File: src/bce_pkg.sv
// Purpose: Shared constants and carriers for the branch condition evaluator
// Assumes: Variant characters are 4-bit decimal digits 0..9
// Notes: Flag bundle and decision bundle travel as packed structs
package bce_pkg;
    localparam int VW = 4;
    localparam logic [3:0] VAR_NOP0 = 4'h0;
    localparam logic [3:0] VAR_MINUS = 4'h1;
    localparam logic [3:0] VAR_ZERO = 4'h2;
    localparam logic [3:0] VAR_PLUS = 4'h3;
    localparam logic [3:0] VAR_CARRY = 4'h4;
    localparam logic [3:0] VAR_UNCOND = 4'h5;
    localparam logic [3:0] VAR_XFER = 4'h6;
    localparam logic [3:0] VAR_SREQ = 4'h7;
    localparam logic [3:0] VAR_SWITCH = 4'h8;
    localparam logic [3:0] VAR_NOP9 = 4'h9;
    localparam logic RST_FLAG = 1'b0;

    // Condition flip-flops
    typedef struct packed {
        logic zero;
        logic minus;
        logic carry;
    } bce_flags_t;

    // Result of one branch evaluation
    typedef struct packed {
        logic taken;
        logic transfer;
        logic part_switch;
        logic illegal;
    } bce_dec_t;

    localparam bce_flags_t FLAGS_RST = '{zero: RST_FLAG, minus: RST_FLAG, carry: RST_FLAG};
    localparam bce_dec_t DEC_RST = '{taken: 1'b0, transfer: 1'b0, part_switch: 1'b0,
        illegal: 1'b0};
endpackage

File: src/bce_top.sv
// Purpose: Branch decision for the arithmetic and control unit sequencer
// Assumes: One instruction strobe per executed instruction, same clock
// Notes: Flags loaded by arithmetic through the flag_load strobe and flag_value
`timescale 1ns/1ps

module bce_top
    import bce_pkg::*;
(
    // Clock and reset
    input wire logic clk,
    input wire logic nrst,
    // Instruction from sequencer
    input wire logic instr_valid,
    input wire logic instr_is_branch,
    input wire logic long_branch,
    input wire logic [bce_pkg::VW-1:0] first_variant_char,
    input wire logic [bce_pkg::VW-1:0] second_variant_char,
    input wire logic svc_req,
    // Flag updates from arithmetic
    input wire logic flag_load,
    input wire bce_pkg::bce_flags_t flag_value,
    input wire logic overflow,
    // Decision outputs
    output bce_pkg::bce_dec_t decision,
    output logic load_branch_addr,
    output bce_pkg::bce_flags_t flags
);
    logic rst_s1;
    logic rst_n;
    logic met_first;
    logic met_second;
    logic is_long;
    logic second_bad;
    logic first_bad;
    bce_dec_t next_decision;

    // Reset release synchroniser
    always_ff @(posedge clk or negedge nrst)
    begin
        if (!nrst)
        begin
            rst_s1 <= 1'b0;
            rst_n <= 1'b0;
        end
        else
        begin
            rst_s1 <= 1'b1;
            rst_n <= rst_s1;
        end
    end

    // Per-character condition tests
    bce_cond u_first (
        .variant(first_variant_char),
        .flags(flags),
        .svc_req(svc_req),
        .met(met_first)
    );
    bce_cond u_second (
        .variant(second_variant_char),
        .flags(flags),
        .svc_req(svc_req),
        .met(met_second)
    );

    // Legality of the variant pair
    always_comb
    begin
        is_long = long_branch;
        first_bad = !is_long && (first_variant_char == VAR_XFER
            || first_variant_char == VAR_SREQ);
        second_bad = 1'b0;
        if (is_long)
        begin
            if (second_variant_char == VAR_XFER || second_variant_char == VAR_SREQ)
                second_bad = 1'b1;
            if (first_variant_char == VAR_SREQ && second_variant_char != VAR_NOP9
                && second_variant_char != VAR_NOP0)
                second_bad = 1'b1;
            if (second_variant_char > VAR_NOP9)
                second_bad = 1'b1;
        end
        if (first_variant_char > VAR_NOP9)
            first_bad = 1'b1;
    end

    // Branch decision from current flags
    always_comb
    begin
        next_decision = DEC_RST;
        if (instr_valid && instr_is_branch)
        begin
            next_decision.illegal = first_bad || second_bad;
            if (!next_decision.illegal)
            begin
                case (first_variant_char)
                    VAR_XFER:
                    begin
                        next_decision.taken = met_second;
                        next_decision.transfer = met_second;
                    end
                    VAR_SREQ: next_decision.taken = met_first;
                    VAR_SWITCH:
                    begin
                        next_decision.taken = 1'b1;
                        next_decision.part_switch = 1'b1;
                    end
                    default: next_decision.taken = met_first;
                endcase
            end
        end
    end

    // Decision register
    always_ff @(posedge clk or negedge rst_n)
    begin
        if (!rst_n)
        begin
            decision <= DEC_RST;
            load_branch_addr <= 1'b0;
        end
        else
        begin
            decision <= next_decision;
            load_branch_addr <= next_decision.taken;
        end
    end

    // Condition flip-flops
    always_ff @(posedge clk or negedge rst_n)
    begin
        if (!rst_n)
            flags <= FLAGS_RST;
        else if (instr_valid && !instr_is_branch)
            flags <= FLAGS_RST;
        else if (flag_load)
        begin
            flags <= flag_value;
            if (overflow)
            begin
                flags.carry <= 1'b1;
                flags.minus <= 1'b1;
            end
        end
    end

    // Checks
    property p_clear;
        @(posedge clk) disable iff (!rst_n)
        instr_valid && !instr_is_branch |=> flags == FLAGS_RST;
    endproperty
    a_clear: assert property (p_clear) else $error("flags not cleared");

    property p_zero;
        @(posedge clk) disable iff (!rst_n)
        instr_valid && instr_is_branch && !long_branch
        && first_variant_char == VAR_ZERO |=> load_branch_addr == $past(flags.zero);
    endproperty
    a_zero: assert property (p_zero) else $error("variant 2 wrong");

    property p_ovf;
        @(posedge clk) disable iff (!rst_n)
        flag_load && overflow && !(instr_valid && !instr_is_branch)
        |=> flags.minus && flags.carry;
    endproperty
    a_ovf: assert property (p_ovf) else $error("overflow flags wrong");

    property p_sreq;
        @(posedge clk) disable iff (!rst_n)
        instr_valid && instr_is_branch && long_branch && first_variant_char == VAR_SREQ
        && second_variant_char == VAR_NOP9 |=> load_branch_addr == $past(svc_req);
    endproperty
    a_sreq: assert property (p_sreq) else $error("service branch wrong");

    property p_sw;
        @(posedge clk) disable iff (!rst_n)
        instr_valid && instr_is_branch && first_variant_char == VAR_SWITCH
        && (!long_branch || second_variant_char == VAR_NOP0)
        |=> decision.part_switch && load_branch_addr;
    endproperty
    a_sw: assert property (p_sw) else $error("switch branch wrong");

    property p_pos;
        @(posedge clk) disable iff (!rst_n)
        instr_valid && instr_is_branch && !long_branch && first_variant_char == VAR_SREQ
        |=> decision.illegal && !load_branch_addr;
    endproperty
    a_pos: assert property (p_pos) else $error("short variant 7 accepted");

    property p_xfer;
        @(posedge clk) disable iff (!rst_n)
        instr_valid && instr_is_branch && long_branch && first_variant_char == VAR_XFER
        && second_variant_char == VAR_CARRY |=> decision.transfer == $past(flags.carry);
    endproperty
    a_xfer: assert property (p_xfer) else $error("transfer condition wrong");

    property p_sreq2;
        @(posedge clk) disable iff (!rst_n)
        instr_valid && instr_is_branch && long_branch && first_variant_char == VAR_SREQ
        && second_variant_char != VAR_NOP9 && second_variant_char != VAR_NOP0
        |=> decision.illegal && !load_branch_addr;
    endproperty
    a_sreq2: assert property (p_sreq2) else $error("bad pair accepted");

    property p_nop;
        @(posedge clk) disable iff (!rst_n)
        instr_valid && instr_is_branch && !long_branch
        && (first_variant_char == VAR_NOP9 || first_variant_char == VAR_NOP0)
        |=> decision == DEC_RST && !load_branch_addr;
    endproperty
    a_nop: assert property (p_nop) else $error("nop branched");

    property p_load;
        @(posedge clk) disable iff (!rst_n)
        load_branch_addr |-> $past(instr_valid && instr_is_branch);
    endproperty
    a_load: assert property (p_load) else $error("stray address load");
endmodule

File: src/bce_cond.sv
// Purpose: Tests one variant character against the condition flags
// Assumes: Pure combinational, flags sampled by the caller
// Notes: Instantiated once per variant character
`timescale 1ns/1ps
module bce_cond
    import bce_pkg::*;
(
    // Inputs
    input wire logic [bce_pkg::VW-1:0] variant,
    input wire bce_pkg::bce_flags_t flags,
    input wire logic svc_req,
    // Result
    output logic met
);
    // Variant condition table
    always_comb
    begin
        case (variant)
            VAR_MINUS: met = !flags.zero && flags.minus;
            VAR_ZERO: met = flags.zero;
            VAR_PLUS: met = !flags.zero && !flags.minus;
            VAR_CARRY: met = flags.carry;
            VAR_UNCOND: met = 1'b1;
            VAR_SREQ: met = svc_req;
            VAR_SWITCH: met = 1'b1;
            default: met = 1'b0;
        endcase
    end
endmodule

File: config.mk
export PLATFORM = sky130hd
export DESIGN_NAME = bce_top
export DESIGN_NICKNAME = d
export VERILOG_FILES = /design/src/bce_pkg.sv /design/src/bce_top.sv /design/src/bce_cond.sv
export SDC_FILE = /design/constraint.sdc
export NUM_CORES = 1
export LEC_CHECK = 0
export BUFFER_PORTS_ARGS = -buffer_cell sky130_fd_sc_hd__buf_2
export CORE_MARGIN = 2
export CORE_UTILIZATION = 43
export DETAILED_ROUTE_END_ITERATION = 7
export GPL_ROUTABILITY_DRIVEN = 0
export GPL_TIMING_DRIVEN = 0
export PLACE_DENSITY = 0.72
export RECOVER_POWER = 100
export SLEW_MARGIN = 10
export SYNTH_ARGS = -nofsm -noshare
export SYNTH_HDL_FRONTEND = slang
export SYNTH_SLANG_ARGS = --single-unit
File: constraint.sdc
create_clock -name clk -period 0.9 [get_ports clk]
set_input_delay 0.27 -clock clk [delete_from_list [all_inputs] [get_ports clk]]
set_output_delay 0.27 -clock clk [all_outputs]
set_load 0.005 [all_outputs]
== Word-level counts from Yosys, hierarchy flattened ==
Cells that the tools add are included.
Storage, ports and cells
  flip-flop bits (word level): 9
  memory bits (read-only): 0
  bits of input ports: 19
  logic and storage cells: 60
  RAM bits: 0
  memories kept: 0
  bits in latches: 0
Operators by class
  multipliers: 0
  bitwise logic cells: 0
  multiplexer cells: 15
  reductions and logical operators: 17
  equality and inequality tests: 17
  div/mod/pow operators: 0
  $add $sub $neg: 0
  shift operators: 0
  magnitude comparators: 2
Operator list (number)
  equality test 4 x 3 -> 1 bit, second input constant: 8
  equality test 4 x 2 -> 1 bit, second input constant: 4
  case mux 1 bit (6 select lines): 2
  2-to-1 mux 3 bit: 3
  equality test 4 x 1 -> 1 bit, second input constant: 2
  equality test 4 bit, second input constant: 2
  > comparator 4 bit, second input constant: 2
  logical AND 1 bit: 7
  2-to-1 mux 1 bit: 7
  logical NOT 1 bit: 4
  2-to-1 mux 4 bit: 1
  != test 4 bit, second input constant: 1
  nonzero test 4 bit: 1
  logical OR 1 bit: 3
  2-to-1 mux 2 bit: 1
  case mux 1 bit (2 select lines): 1
  nonzero test 2 bit: 1
  OR reduction 2 bit: 1

== Longest topological paths before layout ==
  word-level depth: 9
  depth in mapped cells: 5

== Cells and area by module ==
From an unflattened synthesis, not the netlist that was laid out.
Second synthesis, totals
  cell total of the unflattened synthesis: 64
  area total of the unflattened synthesis: 601.8 µm²
Modules (own cells, without submodules)
  bce_top: cells an instance 40, instances 1, area each 439.2 µm²
  bce_cond: cells an instance 12, instances 2, area each 81.3 µm²

== Worst setup path before layout ==
No wires, ideal clock.
  path type: input -> register
  start point: input port second_variant_char[3] (netlist name)
  end point: register load_branch_addr
  data required time: 0.822 ns
  data arrival time: 1.100 ns
  path slack: -0.278 ns
  buffers on the path: 1
  library setup time: 0.078 ns
  stages on the path: 5
  cell sequence: buf_6 -> maj3_2 -> o221ai_2 -> nand4b_2 -> a21oi_1
RTL lines
  start, declared: RTL line bce_top.sv:17  | input wire logic [bce_pkg::VW-1:0] second_variant_char,
  end signal, assigned: RTL line bce_top.sv:125  | load_branch_addr <= next_decision.taken;
  end, declared: RTL line bce_top.sv:25  | output logic load_branch_addr,

==> qor.yml <==
final_nets: 114
io_buffer_count: 25
path_delay_family: "compound AO/OA/AOI/OAI gates"
crit_type: "reg -> reg"
row_count: 13
syn_inst: 60
reg2reg_to: "load_branch_addr"
use_met1: 0.2199
first_iter_violations: 14
synth_seq_cells: 9
area_growth_pct: 49.22
fillerInstances: 105
grt_pass1_wl_um: 1966
grt_start_max_net_pins: 9
arrival_ps: 1470
cp-end-kind: "register"
final_cell_mix: "buf_2 (21), nor2_1 (8), dfrtp_1 (7)"
use_met3: 0.08333
grt_setup_unrepaired: "true"
vias_per_cell: 5.385
final_area_um2: 842.1
antenna_cells: 0
p_seq_frac: 0.444
timing.rr.start: "flags[0]"
htreeDepth: 1
synth_ff_type: "dfrtp_1"
synth_top_family_by_area: "simple AND/OR/NAND/NOR gates"
top_usage_layer: "met2"
synth_area_um2: 564.3
violations: "negative setup slack"
core_area_mm2: 0.001269
synth_fp_nets: 79
synthDistinctLibCells: 32
hold_path.class: "reg -> async"
layout_commonest_cell: "buf_2"
dieArea_mm2: 0.001618
dr.pass1.iters: 4
initial_utilization: 0.4448
cts_sinks: 9
combPwrFrac: 0.255
muxShareOfSynthArea: 0.01774
period_minus_slack_ps: 1282
cts_tree: "done"
cp.buffers_inverters: 0
crit_fanout: 4
cts.path.max_buffers: 2
setup_viol: 13
p_total_uw: 1031
irDropWorstVdd_mv: 0.8295
status: "complete, but fails checks"
root_buffer: "clkbuf_4"
yosys_warnings: 0
power.internal_uw: 742.2
max_freq_ghz: 0.7798
synth_edf_count: 0
via_count: 587
hpwl_um: 920
finalHoldViolCount: 0
critPathLaunchType: "register"
grt_overflow: 0
worst_slack_ps: -382.4
track_usage: 0.1889
synthXorXnorAreaFrac: 0.03104
cp.required_ps: 1090
grt_antenna_before_repair: 0
gr-usage-met2: 0.3145
power_per_cell_area_mw_per_mm2: 1224
final_layout_size_suffix_gt1_frac: 0.4574
p_sw_uw: 288.7
report.final.slew_viol_count: 0
first_global_vias: 493
drv_cap: 0
wl_per_cell_um: 12.59
die_w_um: 40.23
place_area_um2: 711.9
synth_simple_gate_area_frac: 0.2506
min_period_over_period: 1.425
crit_chain: "o21bai_1, a2111oi_1, a31oi_1, a21oi_1"
route.detailed.drc: 0
synth.yosys.seq_area_share: 0.3991
drtAntennaViolNets: 0
wirelength_um: 1372
postSynthAreaPerCell_um2: 9.405
synth_fa_ha_area_frac: 0.01996
slowest_delay_ps: 450
fin_util: 0.6637
clk_latency_ps: 260
numCtsBuffers: 3
async_flop_share: 1.000
reg2regPathDepth: 4
p_leak_uw: 0.0003991
fin_worst_skew_ps: 4.392
die_h_um: 40.23
crit_slowest_cell: "a2111oi_1"
netSwitchingFraction: 0.2800
power.share.clock: 0.301
io_pins: 27
reg2reg_slack_ps: -380
synth_compound_area_frac: 0.2151
clk_pin_slew_ps: 60
==> synthesized netlist by cell type, types with 2 or more instances <==
cell type	n	share of area
nor2_1	9	0.060
inv_1	4	0.027
nor2b_1	2	0.022
a31oi_1	3	0.033
nor3_1	2	0.018
dfrtp_1	9	0.40
nand2_1	3	0.020
a211oi_1	3	0.040
o21ai_0	2	0.018
==> flip-flops by register name, indices dropped and copies added (netlist names) <==
| name | count |
|---|---|
| rst_s1 | 1 |
| decision | 3 |
| load_branch_addr | 1 |
| flags | 3 |
| rst_n | 1 |
==> logic make-up (layout without fill, tap and decap cells) <==
| group | Yosys count | in the layout |
|---|---|---|
| fa+ha+maj | 1 | 1 |
| buf+inv | 6 | 40 |
| compound gates | 16 | 16 |
| flops | 9 | 9 |
| mux | 1 | 1 |
| simple gates | 24 | 24 |
| other cells | 1 | 1 |
| xor+xnor | 2 | 2 |
==> how the worst max path moves through the flow <==
stage	startpoint	to	slack, ps	cells past startpoint
global route	flags[0]	load_branch_addr	-390	4
detailed placement	second_variant_char[1]	load_branch_addr	-400	5
global placement	second_variant_char[2]	load_branch_addr	-400	5
finish	flags[0]	load_branch_addr	-380	4
CTS	flags[1]	load_branch_addr	-260	4
floorplan	second_variant_char[3]	load_branch_addr	-250	5
==> power groups by stage <==
stage               registers [µW]  clock network [µW]  logic (µW)
finish                         458                 310         263
global route                   462                 345         288
CTS                            456                 318         228
detailed placement             462                   0         198
global placement               462                   0         192
floorplan                      458                   0         104
==> metal layers <==
layer,part of all wire,up-vias
met5,0,-
met3,0.075,4
met1,0.40,269
met2,0.51,24
li1,-,290
met4,0.012,0
==> through the flow <==
stage | setup TNS (ps) | hold WS (ps) | instances | setup WS, ps
detailed placement | -1395 | 58.77 | 100 | -397.2
global placement | -1384 | 55.08 | 100 | -396.9
finish | -2143 | 114.0 | 109 | -382.4
floorplan | -851.0 | -25.59 | 60 | -248.8
CTS | -1858 | 120.1 | 108 | -261.2
global route | -2571 | 137.0 | 109 | -392.4
==> cell type report <==
class                   count  area, µm²  share of cell area
well taps                  15      18.77             0.02229
repair buffers             30      186.4              0.2214
inverters                   4      15.01             0.01783
multi-input cells          45      341.6              0.4056
flip-flops and latches      9      227.7              0.2704
clock buffers               4      26.28             0.03120
plain buffers               2      26.28             0.03120
==> what timing repair did <==
item                       CTS  global route
pin swaps                    6             1
setup buffers                3             1
cloned                       0             0
hold buffers                 1             0
gates resized for setup      9             8
hold endpoints to repair     2             0
setup endpoints to repair   11            12
(Power assumes the default switching activity.)
